**config.mk**
```make
export PLATFORM = sky130hd
export DESIGN_NAME = cppc_power_path
export DESIGN_NICKNAME = d
export VERILOG_FILES = /design/src/hw/cppc_pkg.sv /design/src/hw/cppc_power_path.sv
export SDC_FILE = /design/constraint.sdc
export NUM_CORES = 1
export LEC_CHECK = 0
export BUFFER_PORTS_ARGS = -buffer_cell sky130_fd_sc_hd__buf_2
export CAP_MARGIN = 20
export CORE_MARGIN = 2
export CORE_UTILIZATION = 30
export CTS_CLUSTER_DIAMETER = 120
export DETAILED_ROUTE_END_ITERATION = 8
export PLACE_DENSITY = 0.47
export SLEW_MARGIN = 40
export SYNTH_ARGS = -nofsm -noshare
export SYNTH_HDL_FRONTEND = slang
export SYNTH_SLANG_ARGS = --single-unit
```
**constraint.sdc**
```tcl
create_clock -name clock -period 2.5 [get_ports clock]
set_input_delay 0.125 -clock clock [delete_from_list [all_inputs] [get_ports clock]]
set_output_delay 0.125 -clock clock [all_outputs]
set_load 0.02 [all_outputs]
```
**src/hw/cppc_pkg.sv**
```systemverilog
// Constants, register map and carrier types of the charger power path control
// Notes on behaviour
// 100mA host plus good battery enters input-off
// Entering input-off sets control bit 7
// Host mode stays input-off until host clears
// Host reads input-off indication first on wake
// Default mode clears input-off on source removal
// New source attach reruns current limit detection
// Force bit or watchdog expiry starts detection
// Limit held at 100mA during forced detection
// Detection end clears force bit, applies pins
// Limit set, converter on; switch follows charging
// Soft-start 100mA below 2.2V, then lower limit
// Boost needs all qualifiers plus 30ms delay
// Boost active reports source status 11
// Boost current 1A or 1.5A by bit 0
// Boost voltage from four-bit code bits 7:4
// Boost fault sets fault bit 6, notifies host
// Minimum system voltage code, default 3.5V
// Status bit 0 during minimum system regulation
// Reduce charge current while input overloaded
// Status bit 3 while power limiting active
// Supplement on below battery, off at depletion
// Config 01 at reset charges autonomously
// Select and OTG pins choose detected limit
// One interrupt pulse per notifying change
package cppc_pkg;

  localparam int unsigned CLOCK_MHZ = 25;
  localparam int unsigned DETECT_TIME_US = 10000;
  localparam int unsigned DETECT_CYCLES = DETECT_TIME_US * CLOCK_MHZ;
  localparam int unsigned BOOST_DELAY_US = 30000;
  localparam int unsigned BOOST_DELAY_CYCLES = BOOST_DELAY_US * CLOCK_MHZ;
  localparam int CNT_W = 20;

  // Register indices; byte address is four times the index
  localparam logic [3:0] IDX_INPUT_SOURCE_CTRL = 4'h0;
  localparam logic [3:0] IDX_CHARGE_CONFIG = 4'h1;
  localparam logic [3:0] IDX_BOOST_CTRL = 4'h6;
  localparam logic [3:0] IDX_MISC_CTRL = 4'h7;
  localparam logic [3:0] IDX_SYSTEM_STATUS = 4'h8;
  localparam logic [3:0] IDX_FAULT = 4'h9;

  // Field positions
  localparam int INPUT_OFF_BIT = 7;
  localparam int FORCE_DETECT_BIT = 7;
  localparam int BOOST_FAULT_BIT = 6;
  localparam int BOOST_CUR_BIT = 0;
  localparam int DPM_STATUS_BIT = 3;
  localparam int PGOOD_STATUS_BIT = 2;
  localparam int MINSYS_STATUS_BIT = 0;

  // Reset values
  localparam logic [7:0] RST_INPUT_SOURCE_CTRL = 8'h32;
  localparam logic [7:0] RST_CHARGE_CONFIG = 8'h1A;
  localparam logic [7:0] RST_BOOST_CTRL = 8'h70;
  localparam logic [7:0] RST_MISC_CTRL = 8'h00;

  // Charge configuration and boost control field values
  localparam logic [1:0] CFG_CHARGE = 2'h1;
  localparam logic [1:0] CFG_BOOST = 2'h2;
  localparam logic [1:0] TEMP_MON_OFF = 2'h3;

  // Input current limit codes
  localparam logic [2:0] CURRENT_LIMIT_PIN_100MA = 3'h0;
  localparam logic [2:0] CURRENT_LIMIT_PIN_500MA = 3'h2;
  localparam logic [2:0] CURRENT_LIMIT_PIN_3A = 3'h7;

  // Input source status codes
  localparam logic [1:0] SRC_NONE = 2'h0;
  localparam logic [1:0] SRC_USB_HOST = 2'h1;
  localparam logic [1:0] SRC_ADAPTER = 2'h2;
  localparam logic [1:0] SRC_BOOST = 2'h3;

  typedef enum logic [1:0] {
    PWR_IDLE = 2'b00,
    PWR_DETECT = 2'b01,
    PWR_SOFTSTART = 2'b11,
    PWR_RUN = 2'b10
  } cppc_pwr_state_t;

  // Comparator and pin levels arriving from outside the clock domain
  typedef struct packed {
    logic sourceSelect;
    logic otgPin;
    logic chargeEnableN;
    logic vbusPresent;
    logic batAboveGood;
    logic batAboveLow;
    logic vbusBelowSleep;
    logic tempInWindow;
    logic sysAbove2V2;
    logic inCurrentOver;
    logic inVoltageUnder;
    logic sysBelowBat;
    logic batBelowDepletion;
    logic sysInMinReg;
    logic boostOverVoltage;
    logic boostOverCurrent;
    logic [2:0] currentLimitPin;
  } cppc_sense_t;

  // Controls to the analog power stage
  typedef struct packed {
    logic inputOffState;
    logic biasRegulatorEn;
    logic converterEn;
    logic batterySwitchOn;
    logic [2:0] inputCurrentLimit;
    logic reduceCharge;
    logic chargeEn;
    logic boostEn;
    logic boostCurrentHigh;
    logic [3:0] boostVoltageCode;
    logic [2:0] minSysVoltageCode;
  } cppc_power_t;

endpackage

```
**src/hw/cppc_power_path.sv**
```systemverilog
// Power path sequencing, boost qualification and APB register file
//
// The placing of the registers and the APB interface to the registers were left to the implementer.
`timescale 1ns/1ps
module cppc_power_path #(
  parameter int unsigned DETECT_CYCLES = cppc_pkg::DETECT_CYCLES,
  parameter int unsigned BOOST_DELAY_CYCLES = cppc_pkg::BOOST_DELAY_CYCLES
) (
  input wire logic clock,
  input wire logic resetn,
  input wire logic psel,
  input wire logic penable,
  input wire logic pwrite,
  input wire logic [31:0] paddr,
  input wire logic [31:0] pwdata,
  output logic [31:0] prdata,
  output logic pready,
  output logic pslverr,
  input wire cppc_pkg::cppc_sense_t senseIn,
  input wire logic hostMode,
  input wire logic watchdogExpired,
  output cppc_pkg::cppc_power_t power,
  output logic irq
);

  function automatic logic [3:0] regIndex(input logic [31:0] addr);
    regIndex = addr[5:2];
  endfunction

  function automatic logic mapped(input logic [31:0] addr);
    logic [3:0] idx;
    idx = addr[5:2];
    mapped = (addr[31:6] == 26'h0) && (addr[1:0] == 2'h0) &&
      (idx == cppc_pkg::IDX_INPUT_SOURCE_CTRL ||
       idx == cppc_pkg::IDX_CHARGE_CONFIG ||
       idx == cppc_pkg::IDX_BOOST_CTRL ||
       idx == cppc_pkg::IDX_MISC_CTRL ||
       idx == cppc_pkg::IDX_SYSTEM_STATUS ||
       idx == cppc_pkg::IDX_FAULT);
  endfunction

  cppc_pkg::cppc_sense_t senseMeta;
  cppc_pkg::cppc_sense_t sense;
  cppc_pkg::cppc_pwr_state_t state;
  logic [7:0] inputSourceCtrl;
  logic [7:0] chargeConfig;
  logic [7:0] boostCtrl;
  logic [7:0] miscCtrl;
  logic boostFault;
  logic [1:0] sourceStatus;
  logic vbusSeen;
  logic [cppc_pkg::CNT_W-1:0] detectCount;
  logic [cppc_pkg::CNT_W-1:0] boostCount;
  logic boostActive;
  logic [1:0] lastSourceStatus;
  logic lastBoostFault;

  logic wrAccess;
  logic rdAccess;
  logic [3:0] accIdx;
  logic sourceAttach;
  logic sourceRemoved;
  logic detectDone;
  logic detectStart;
  logic [2:0] detectedLimit;
  logic [1:0] detectedStatus;
  logic hundredMaHost;
  logic chargeEnabled;
  logic boostQualified;
  logic boostFaultEvent;
  logic dpmActive;
  logic [7:0] statusByte;
  logic [7:0] faultByte;
  logic [2:0] lowerLimit;

  // Levels from pins and comparators settle through two stages
  always_ff @(posedge clock) begin
    if (!resetn) begin
      senseMeta <= '0;
      sense <= '0;
    end else begin
      senseMeta <= senseIn;
      sense <= senseMeta;
    end
  end

  // APB decode; the one-cycle setup phase lets read data come from a flop
  assign pready = psel && penable;
  assign pslverr = psel && penable && !mapped(paddr);
  assign accIdx = regIndex(paddr);
  assign wrAccess = psel && penable && pwrite && mapped(paddr);
  assign rdAccess = psel && penable && !pwrite && mapped(paddr);

  assign sourceAttach = sense.vbusPresent && !vbusSeen;
  assign sourceRemoved = !sense.vbusPresent && vbusSeen;
  assign hundredMaHost = sense.sourceSelect && !sense.otgPin;

  // Detected limit from the select pin from the PHY and the OTG pin
  always_comb begin
    if (!sense.sourceSelect) begin
      detectedLimit = cppc_pkg::CURRENT_LIMIT_PIN_3A;
      detectedStatus = cppc_pkg::SRC_ADAPTER;
    end else if (sense.otgPin) begin
      detectedLimit = cppc_pkg::CURRENT_LIMIT_PIN_500MA;
      detectedStatus = cppc_pkg::SRC_USB_HOST;
    end else begin
      detectedLimit = cppc_pkg::CURRENT_LIMIT_PIN_100MA;
      detectedStatus = cppc_pkg::SRC_USB_HOST;
    end
  end

  assign detectDone = (state == cppc_pkg::PWR_DETECT) &&
    (detectCount == cppc_pkg::CNT_W'(DETECT_CYCLES - 1));

  // A held input-off in host mode blocks every detection start
  assign detectStart = sense.vbusPresent &&
    !(inputSourceCtrl[cppc_pkg::INPUT_OFF_BIT] && hostMode) &&
    (sourceAttach || miscCtrl[cppc_pkg::FORCE_DETECT_BIT] ||
     watchdogExpired);

  always_ff @(posedge clock) begin
    if (!resetn) begin
      vbusSeen <= 1'b0;
    end else begin
      vbusSeen <= sense.vbusPresent;
    end
  end

  always_ff @(posedge clock) begin
    if (!resetn) begin
      state <= cppc_pkg::PWR_IDLE;
    end else if (!sense.vbusPresent ||
                 inputSourceCtrl[cppc_pkg::INPUT_OFF_BIT]) begin
      state <= cppc_pkg::PWR_IDLE;
    end else begin
      case (state)
        cppc_pkg::PWR_IDLE: begin
          if (detectStart) begin
            state <= cppc_pkg::PWR_DETECT;
          end
        end
        cppc_pkg::PWR_DETECT: begin
          if (detectDone && !(hundredMaHost && sense.batAboveGood)) begin
            state <= cppc_pkg::PWR_SOFTSTART;
          end
        end
        cppc_pkg::PWR_SOFTSTART: begin
          if (detectStart) begin
            state <= cppc_pkg::PWR_DETECT;
          end else if (sense.sysAbove2V2) begin
            state <= cppc_pkg::PWR_RUN;
          end
        end
        cppc_pkg::PWR_RUN: begin
          if (detectStart) begin
            state <= cppc_pkg::PWR_DETECT;
          end
        end
        default: begin
          state <= cppc_pkg::PWR_IDLE;
        end
      endcase
    end
  end

  always_ff @(posedge clock) begin
    if (!resetn) begin
      detectCount <= '0;
    end else if (state == cppc_pkg::PWR_DETECT && !detectDone) begin
      detectCount <= detectCount + 1'b1;
    end else begin
      detectCount <= '0;
    end
  end

  // Input source control: host writes; hardware sets and clears bit 7
  always_ff @(posedge clock) begin
    if (!resetn) begin
      inputSourceCtrl <= cppc_pkg::RST_INPUT_SOURCE_CTRL;
    end else begin
      if (wrAccess && accIdx == cppc_pkg::IDX_INPUT_SOURCE_CTRL) begin
        inputSourceCtrl <= pwdata[7:0];
      end
      if (detectDone) begin
        inputSourceCtrl[2:0] <= detectedLimit;
      end
      if (sourceRemoved && !hostMode) begin
        inputSourceCtrl[cppc_pkg::INPUT_OFF_BIT] <= 1'b0;
      end
      // Set wins over a host clear landing in the same cycle
      if (detectDone && hundredMaHost && sense.batAboveGood) begin
        inputSourceCtrl[cppc_pkg::INPUT_OFF_BIT] <= 1'b1;
      end
    end
  end

  always_ff @(posedge clock) begin
    if (!resetn) begin
      chargeConfig <= cppc_pkg::RST_CHARGE_CONFIG;
      boostCtrl <= cppc_pkg::RST_BOOST_CTRL;
    end else if (wrAccess) begin
      if (accIdx == cppc_pkg::IDX_CHARGE_CONFIG) begin
        chargeConfig <= pwdata[7:0];
      end
      if (accIdx == cppc_pkg::IDX_BOOST_CTRL) begin
        boostCtrl <= pwdata[7:0];
      end
    end
  end

  // Force bit drops by itself at the end; a fresh host set still wins
  always_ff @(posedge clock) begin
    if (!resetn) begin
      miscCtrl <= cppc_pkg::RST_MISC_CTRL;
    end else begin
      if (detectDone) begin
        miscCtrl[cppc_pkg::FORCE_DETECT_BIT] <= 1'b0;
      end
      if (wrAccess && accIdx == cppc_pkg::IDX_MISC_CTRL) begin
        miscCtrl <= pwdata[7:0];
      end
    end
  end

  always_ff @(posedge clock) begin
    if (!resetn) begin
      sourceStatus <= cppc_pkg::SRC_NONE;
    end else if (!sense.vbusPresent) begin
      sourceStatus <= cppc_pkg::SRC_NONE;
    end else if (detectDone) begin
      sourceStatus <= detectedStatus;
    end
  end

  // Boost qualification; the delay restarts whenever a qualifier drops
  assign boostQualified = sense.batAboveLow && sense.vbusBelowSleep &&
    sense.otgPin && chargeConfig[5:4] == cppc_pkg::CFG_BOOST &&
    (sense.tempInWindow || boostCtrl[1:0] == cppc_pkg::TEMP_MON_OFF);

  always_ff @(posedge clock) begin
    if (!resetn) begin
      boostCount <= '0;
      boostActive <= 1'b0;
    end else if (!boostQualified) begin
      boostCount <= '0;
      boostActive <= 1'b0;
    end else if (boostCount == cppc_pkg::CNT_W'(BOOST_DELAY_CYCLES - 1)) begin
      boostActive <= 1'b1;
    end else begin
      boostCount <= boostCount + 1'b1;
    end
  end

  assign boostFaultEvent = boostActive &&
    (sense.boostOverVoltage || sense.boostOverCurrent);

  // Fault bit clears when read, but a fault in that cycle keeps it set
  always_ff @(posedge clock) begin
    if (!resetn) begin
      boostFault <= 1'b0;
    end else if (boostFaultEvent) begin
      boostFault <= 1'b1;
    end else if (rdAccess && accIdx == cppc_pkg::IDX_FAULT) begin
      boostFault <= 1'b0;
    end
  end

  assign dpmActive = (state == cppc_pkg::PWR_RUN ||
    state == cppc_pkg::PWR_SOFTSTART) &&
    (sense.inCurrentOver || sense.inVoltageUnder);

  always_comb begin
    statusByte = 8'h00;
    statusByte[7:6] = boostActive ? cppc_pkg::SRC_BOOST : sourceStatus;
    statusByte[cppc_pkg::DPM_STATUS_BIT] = dpmActive;
    statusByte[cppc_pkg::PGOOD_STATUS_BIT] = sense.vbusPresent;
    statusByte[cppc_pkg::MINSYS_STATUS_BIT] = sense.sysInMinReg;
    faultByte = 8'h00;
    faultByte[cppc_pkg::BOOST_FAULT_BIT] = boostFault;
  end

  always_ff @(posedge clock) begin
    if (!resetn) begin
      prdata <= 32'h0000_0000;
    end else if (psel && !penable && !pwrite) begin
      case (regIndex(paddr))
        cppc_pkg::IDX_INPUT_SOURCE_CTRL: prdata <= {24'h0, inputSourceCtrl};
        cppc_pkg::IDX_CHARGE_CONFIG: prdata <= {24'h0, chargeConfig};
        cppc_pkg::IDX_BOOST_CTRL: prdata <= {24'h0, boostCtrl};
        cppc_pkg::IDX_MISC_CTRL: prdata <= {24'h0, miscCtrl};
        cppc_pkg::IDX_SYSTEM_STATUS: prdata <= {24'h0, statusByte};
        cppc_pkg::IDX_FAULT: prdata <= {24'h0, faultByte};
        default: prdata <= 32'h0000_0000;
      endcase
    end
  end

  // One pulse per change of reported source status or new boost fault
  always_ff @(posedge clock) begin
    if (!resetn) begin
      lastSourceStatus <= cppc_pkg::SRC_NONE;
      lastBoostFault <= 1'b0;
      irq <= 1'b0;
    end else begin
      lastSourceStatus <= statusByte[7:6];
      lastBoostFault <= boostFault;
      irq <= (statusByte[7:6] != lastSourceStatus) ||
        (boostFault && !lastBoostFault);
    end
  end

  assign chargeEnabled = chargeConfig[5:4] == cppc_pkg::CFG_CHARGE &&
    !sense.chargeEnableN;

  assign lowerLimit = (inputSourceCtrl[2:0] < sense.currentLimitPin) ?
    inputSourceCtrl[2:0] : sense.currentLimitPin;

  always_ff @(posedge clock) begin
    if (!resetn) begin
      power <= '0;
    end else begin
      power.inputOffState <= inputSourceCtrl[cppc_pkg::INPUT_OFF_BIT];
      power.biasRegulatorEn <= sense.vbusPresent &&
        !inputSourceCtrl[cppc_pkg::INPUT_OFF_BIT];
      power.converterEn <= state == cppc_pkg::PWR_SOFTSTART ||
        state == cppc_pkg::PWR_RUN;
      if (state == cppc_pkg::PWR_RUN) begin
        power.inputCurrentLimit <= lowerLimit;
      end else begin
        power.inputCurrentLimit <= cppc_pkg::CURRENT_LIMIT_PIN_100MA;
      end
      // Supplement overrides a disabled charge; depletion always opens it
      if (sense.batBelowDepletion) begin
        power.batterySwitchOn <= 1'b0;
      end else if (sense.sysBelowBat) begin
        power.batterySwitchOn <= 1'b1;
      end else if (state == cppc_pkg::PWR_SOFTSTART ||
                   state == cppc_pkg::PWR_RUN) begin
        power.batterySwitchOn <= chargeEnabled;
      end else begin
        power.batterySwitchOn <= 1'b1;
      end
      power.reduceCharge <= dpmActive;
      power.chargeEn <= chargeEnabled && state == cppc_pkg::PWR_RUN;
      power.boostEn <= boostActive;
      power.boostCurrentHigh <= chargeConfig[cppc_pkg::BOOST_CUR_BIT];
      power.boostVoltageCode <= boostCtrl[7:4];
      power.minSysVoltageCode <= chargeConfig[3:1];
    end
  end

endmodule

```
Yosys cells after proc, flatten, opt, wreduce, memory -nomap -nowiden:

Cells that the tools add are included.

* output and inout port bits: 53
* register bits: 171
* ROM bits: 0
* memory bits (writable): 0
* bits in latches: 0
* memories: 0

* bitwise logic cells: 1
* multipliers: 0
* $lt $le $gt $ge: 1
* muxes and demuxes: 21
* shift-type cells: 0
* add/sub/neg operators: 2
* eq/ne operators: 17
* div/mod/pow operators: 0
* reductions and logical operators: 80

Operators with widths (count)
* one-hot mux 8 bit (6 select lines): 1
* adder 20 x 1 -> 20 bit, second input constant: 2
* logical AND 1 bit: 36
* zero test 26 bit: 1
* == test 20 x 18 -> 1 bit, second input constant: 1
* == test 20 bit, second input constant: 1
* 2-to-1 mux 8 bit: 2
* 2-to-1 mux 2 bit: 7
* zero test 1 bit: 13
* logical OR 1 bit: 13
* AND reduction 2 bit: 6
* 2-to-1 mux 3 bit: 3
* == test 2 bit, second input constant: 4
* == test 4 x 3 -> 1 bit, second input constant: 2
* == test 4 bit, second input constant: 2
* 2-to-1 mux 1 bit: 7
* one-hot mux 2 bit (3 select lines): 1
* nonzero test 2 bit: 3
* OR reduction 2 bit: 3
* == test 2 x 1 -> 1 bit, second input constant: 2
* == test 4 x 1 -> 1 bit, second input constant: 1
* zero test 2 bit: 2
* zero test 4 bit: 1
* < comparator 3 bit: 1
* other kinds (7): 7

Depth between registers and ports, before layout:

Gate-level depths: netlist of the first run.

* depth in word-level cells: 12
* depth in mapped cells: 7
* gate-level depth less buffers: 6

Least setup slack after synthesis of the first run:

OpenSTA, ideal clock, no wires.

* path type: register -> register
* start: register boostCount[4] (netlist bit)
* end: register boostCount[2] (netlist bit)
* library setup time: 0.128 ns
* path slack: 0.768 ns
* buffers on the path: 0
* stages on the path, launching flop included: 6
* arrival time: 1.604 ns
* cells stage by stage: dfxtp_1 -> or4_4 -> or3_4 -> o21ai_0 -> xor2_1 -> nor2_1

* word-level cells in the longest chain between the ends: 1

RTL lines
* start: declaration: line cppc_power_path.sv:53 `logic [cppc_pkg::CNT_W-1:0] boostCount;`
* start signal: assignment: line cppc_power_path.sv:250 `boostCount <= boostCount + 1'b1;`
* == test 20 bit: line cppc_power_path.sv:247 `end else if (boostCount == cppc_pkg::CNT_W'(BOOST_DELAY_CYCLES - 1)) begin`

No other way between the ends.
A chain may end at the register's enable or synchronous reset.

Final worst setup path of the first run:

* start: register detectCount[8] (netlist bit)
* end: register detectCount[11] (netlist bit)

* word-level cells in the longest chain between the ends: 5
* elaborated cells on any way between the ends: 6

RTL lines
* start: declaration: line cppc_power_path.sv:52 `logic [cppc_pkg::CNT_W-1:0] detectCount;`
* start signal: assignment: line cppc_power_path.sv:170 `detectCount <= detectCount + 1'b1;`
* parallel branches: the longest is 5 deep, another holds adder 20 x 1 -> 20 bit

Parallel ways; which one is timed is not known.

==> metrics.cfg, run 1 <==
[worst_setup_path]
startpoint_type=register
critPathArrivalTime_ns=2.31
crit_path_end_kind=register
critical_path_required_ns=2.80
critical_path_peak_fanout=20
criticalPathCategory=reg2reg
rr_worst_depth=6

[logic_synthesis]
synth_edf_count=0
synth.largest_area_cell=dfxtp_1
synth-seq-cells=147
post_synthesis_async_set_or_reset_flop_share_pct=0
synth_area_mm2=0.00593
postSynthAreaPerCell_um2=9.44
synth_seq_area_share_pct=49.7
yosysWarningCount=0
synth_top_area_share_pct=49.7
synth_area_leaders=dfxtp_1, and2_1, nor2_1
ys_types=61
netlist_instances=628
yosys_most_used_dff=dfxtp_1

[global_routing]
grtUsageMet3_pct=3.64
gr-usage-met1_pct=18.6
grt_antenna_before_repair=0
grt.busiest_layer=met2
pin_count_of_the_biggest_net_entering_global_routing=89
grt_pass1_vias=4422
globalRouteMet2Util_pct=22.6
overflow=0
grt_pass1_wl_um=22500
grt_use_total_pct=14.1

[final_layout]
areaGrowthSynthToFinish_pct=25.8
filler_cell_count=1971
final_area_mm2=0.00746
multi_input_comb_area_mm2=0.00274
nets=851
layout.cells.most_common=dfxtp_1
mostFrequentLayoutCells=dfxtp_1, buf_2, nor2_1
layout-drive-gt1-share_pct=20.4
diodes=0
finish.cell_count_without_fillers=1035
register_area_mm2=0.00294

[placement]
hpwlAfterDp_um=10300
preCtsSetupSlack_ns=0.428
post_dp_cell_area_mm2=0.00662
portBuffers=94
place.gp.congestion=0.817
cell_count_after_placement=977

[floorplan]
i_o_pin_count=143
fp-row-count=51
starting_density_of_the_core_pct=30.6
die_ht_um=145
fp.coreArea_mm2=0.0194
die_width_um=145
area_enclosed_by_the_die_boundary_mm2=0.0209

[timing]
report.final.slew_viol_count=0
hold_fails_final_rpt=0
worst_clock_skew_ns=0.00598
clock.fmax_ghz=0.498
slew-limit-headroom_pct=50.7
tightest_slew_ns=0.739
setup_violations=0
final_period_minus_worst_setup_slack_ns=2.01
fin_crit_sh_pct=80.3
layout_setup_ws_ns=0.493
totalNegativeSetupSlack_ns=0
unrepaired_setup_endpoints_after_global_routing=no

[routing]
wl_per_cell_um=13.7
drt.antenna.violating_nets=0
detailroute.via_count=4668
routed_via_density=4.51
post-route-drc-count=0
dr.first_iter.drc_count=177
drt_pre_antenna_iters=6
totalWireLength_um=14100

[clock_network]
worst_setup_hold_path_clk_slew_ns=0.06
number_of_buffers_inserted_by_post_cts_setup_repair=0
tritoncts=built
clock_sink_count=147
ctsHoldBuffers=26
post_cts.resized_instances=0
number_of_buffers_created_by_cts=17
cts_root_buffer=clkbuf_16
insertion_delay_ns=0.42
htree_levels=4
clock_path_buffers=2

[pwr]
power.share.combinational_pct=5.4
total_net_switching_power_mw=1.17
fin_total_pwr_mw=5.14
part_of_the_power_in_registers_pct=46.7
total_leakage_power_nw=2.87
vdd_drop_max_mv=0.497
share_of_power_burned_in_the_clock_network_pct=47.9
internal_dissipation_mw=3.97
share_of_total_power_consumed_by_net_switching_pct=22.7
p_per_area_mw_per_mm2=689

[worst_hold_path]
hold_class=in2reg
number_of_cells_on_the_worst_hold_path=3

[flow_run]
drv.max_cap_violation_count=0

[outcome]
outcome=finished, final reports clean

cell usage after synthesis (all sizes together), types with 2 or more instances:
master	n
a211oi	6
a21o	3
a21oi	15
a221oi	3
a222oi	4
a22o	2
a311oi	2
a31oi	2
and2	50
and3	7
and4	2
buf	32
clkbuf	14
dfxtp	147
ha	4
inv	13
mux2	4
mux2i	25
nand2	48
nand2b	4
nand3	29
nand3b	2
nand4	15
nor2	74
nor2b	4
nor3	10
nor3b	3
nor4	18
nor4b	2
o2111ai	2
o21ai	24
o31ai	2
or3	6
or4	2
or4b	2
xnor2	12
xor2	23
kinds of logic (layout without fill, tap and decap cells):
kind of cell	after synthesis	after routing	share of synthesized area [%]
flip-flops	147	147	49.7
buffers and inverters	59	178	5.81
multiplexers	29	29	4.98
AO/OA/AOI/OAI	71	71	7.83
XOR/XNOR	35	35	5.17
adder cells (fa/ha/maj)	4	4	0.844
other	1	24	0.0633
AND/OR/NAND/NOR	282	282	25.6
state kept, by name, indices dropped and copies added, names as in the netlist, 2 cells and up:
signal and count:
senseMeta 19, lastSourceStatus 2, detectCount 20, inputSourceCtrl 8, miscCtrl 8, state 2
power 18, prdata 8, sourceStatus 2, sense 19, boostCtrl 8, boostCount 20
chargeConfig 8
final cells by class:
type	instances	share of cell area, %
clock inverters	13	1.83
multi-input cells	445	36.7
flip-flops and latches	147	39.5
well taps	265	4.45
repair buffers	133	11.1
inverters	13	0.654
clock buffers	19	5.80
worst max-delay path, stage by stage (launching register included):
cell and delay (ns):
dfxtp_1 0.37, or4b_1 0.55, nor4_1 0.39, nand3_1 0.13, nand3_1 0.11, buf_4 0.25, nor2_1 0.08
power by group through the flow:
stage	Clock (mW)	Combinational, mW	Sequential [mW]
after floorplan	0	0.152	2.46
after global placement	0	0.243	2.45
after detailed placement	0	0.246	2.45
after CTS	2.53	0.277	2.40
after global routing	2.64	0.305	2.40
final	2.46	0.277	2.40
final timing paths:
| path | from | endpoint | slack, ns |
|---|---|---|---|
| hold / removal | pwdata[1] | chargeConfig[1] | 0.02 |
| hold reg to reg | sense[6] | power[14] | 0.39 |
| setup reg to reg | detectCount[8] | detectCount[11] | 0.49 |
| setup / recovery | detectCount[8] | detectCount[11] | 0.49 |
stage by stage:
step	hold WS [ns]	util [%]
final	0.0189	38.4
after global routing	0.0405	38.4
after CTS	0.000264	38.4
after detailed placement	0.334	34.1
after global placement	0.341	34.1
after floorplan	0.252	-
routing by layer:
metal  share of wire (%)  vias up
li1                    -     2381
met2                  45      135
met3                 5.0       16
met1                  48     2136
met5                   0        -
met4                 1.3        0
No activity file was read; power rests on OpenSTA's default activity.
==> inputs of run 2 (changes only) <==
- clock period: 2.5 -> 1.95 ns (I/O delays scaled with it)
==> run 2 against run 1 <==
  * Register-to-register slack got worse by 0.40 ns
  * Flip-flop and latch count is the same
  * Largest power group unchanged
  * Count of clock-buffer cells in the layout is 4 higher
  * Via count up 1.9%
  * Fmax up 8.1%
  * Critical endpoint is now detectCount[6]
  * Total power is 27% higher
  * Clock power rose by 26%
  * Combinational power rose by 30%
  * Final area rose by 2.4%
==> metrics.cfg, run 2 (synthesized netlist as in run 1, its figures left out) <==
[outcome]
outcome=finished, final reports clean

[routing]
wl_per_cell_um=13.5
drt.antenna.violating_nets=0
totalWireLength_um=14200
dr.first_iter.drc_count=237
drt_pre_antenna_iters=4
post-route-drc-count=0
detailroute.via_count=4757
routed_via_density=4.51

[timing]
hold_fails_final_rpt=0
tightest_slew_ns=0.751
final_period_minus_worst_setup_slack_ns=1.86
unrepaired_setup_endpoints_after_global_routing=no
finalHoldWorstSlack_ns=0.0212
layout_setup_ws_ns=0.0932
setup_violations=0
clock.fmax_ghz=0.539
report.final.slew_viol_count=0
worst_clock_skew_ns=0.00770
slew-limit-headroom_pct=50.0
fin_crit_sh_pct=95.2

[final_layout]
final_area_mm2=0.00764
layout.cells.most_common=dfxtp_1
fin_util_pct=39.4
layout-drive-gt1-share_pct=22.4
diodes=0
areaGrowthSynthToFinish_pct=28.9
nets=872
reg.largest.list=boostCount (20), detectCount (20)
mostFrequentLayoutCells=dfxtp_1, buf_2, nor2_1
filler_cell_count=1964

[global_routing]
grt_antenna_before_repair=0
grt_use_total_pct=14.0
overflow=0
grt_pass1_vias=4461
pin_count_of_the_biggest_net_entering_global_routing=90
grt_pass1_wl_um=22500

[worst_setup_path]
critical_path.reg2reg.endpoint=detectCount[6]
rr_worst_depth=6
critical_path_required_ns=2.26
cpMostUsedCell=nand3_1
crit_path_end_kind=register
path_cells=or4b_1, nor4_2, nand3_1, nand3_1, buf_12, nor2_1
critical-path-max-stage-delay_ns=0.49
critical_path.n_buffers_inverters=1
crit-reg2reg-launch=detectCount[5]
criticalPathCategory=reg2reg
critPathArrivalTime_ns=2.17
path_delay_family=simple AND/OR/NAND/NOR gates
critical_path_peak_fanout=20
startpoint_type=register
regToRegSetupSlack_ns=0.09
critical-path-slowest-cell=or4b_1

[clock_network]
clock_path_buffers=2
number_of_buffers_created_by_cts=17
worst_setup_hold_path_clk_slew_ns=0.06
cts_root_buffer=clkbuf_16
insertion_delay_ns=0.42
tritoncts=built
htree_levels=4
clock_sink_count=147

[floorplan]
i_o_pin_count=143
die_ht_um=145
area_enclosed_by_the_die_boundary_mm2=0.0209
die_width_um=145
fp.coreArea_mm2=0.0194
fp-row-count=51
starting_density_of_the_core_pct=30.6

[pwr]
vdd_drop_max_mv=0.671
p_per_area_mw_per_mm2=854
fin_total_pwr_mw=6.52
total_leakage_power_nw=3.00

[placement]
place.gp.congestion=0.826
portBuffers=94
preCtsSetupSlack_ns=-0.0147
hpwlAfterDp_um=10600
post_dp_cell_area_mm2=0.00678

[flow_run]
drv.max_cap_violation_count=0

[worst_hold_path]
holdCritStartpoint=penable
timing.hold.worst_endpoint=prdata[3]
hold_class=in2reg
number_of_cells_on_the_worst_hold_path=3

run 2: cell count changes in the layout (fill, tap and decap cells not counted), moves of 2 or more:
cell	delta
buf_4	+18
clkbuf_8	+4
clkinvlp_4	-2
dlygate4sd3_1	+2
run 2: power by group:
part           total [mW]  internal, mW  switching, mW  leakage [nW]
combinational       0.361         0.157          0.204          1.52
clock                3.09          1.88           1.21         0.275
sequential           3.08          3.06         0.0191          1.20
run 2: layout make-up:
class | instances | area (um^2) | area share, %
clock buffers | 23 | 488 | 6.39
well taps | 265 | 332 | 4.34
flip-flops and latches | 147 | 2940 | 38.5
clock inverters | 8 | 77.6 | 1.02
inverters | 13 | 48.8 | 0.639
multi-input cells | 445 | 2750 | 36.0
repair buffers | 154 | 1000 | 13.1
run 2: routing by layer:
metal,track usage (%),vias up,wire [um]
met5,0,-,0
met4,6.18,0,294
met3,3.18,20,776
met2,22.5,145,6450
met1,18.0,2170,6720
li1,-,2422,-
run 2: worst reg2reg max path, cell delays in order, from the launching register on:
cell     delay [ns]
dfxtp_1        0.35
or4b_1         0.50
nor4_2         0.41
nand3_1        0.12
nand3_1        0.14
buf_12         0.17
nor2_1         0.06
run 2: how the worst max path moves through the flow:
| stage | from | end | cells past startpoint |
|---|---|---|---|
| 5_1_grt | detectCount[5] | detectCount[5] | 6 |
| 4_1_cts | detectCount[5] | detectCount[6] | 6 |
| 3_3_place_gp | paddr[15] | boostCtrl[2] | 7 |
| 2_1_floorplan | boostCount[4] | boostCount[2] | 5 |
| 6_report | detectCount[5] | detectCount[6] | 6 |
| 3_5_place_dp | paddr[22] | chargeConfig[1] | 7 |
run 2: metrics by stage:
step	TNS (ns)	instances
after floorplan	0	651
after global placement	0	996
after detailed placement	-0.0147	996
after CTS	0	1055
after global routing	0	1055
final	0	1055
run 2: timing repair:
item,4_1_cts,5_1_grt
buffers inserted,0,0
gates resized for setup,0,4
hold endpoints to repair,48,0
hold buffers,28,0
setup endpoints to repair,0,23
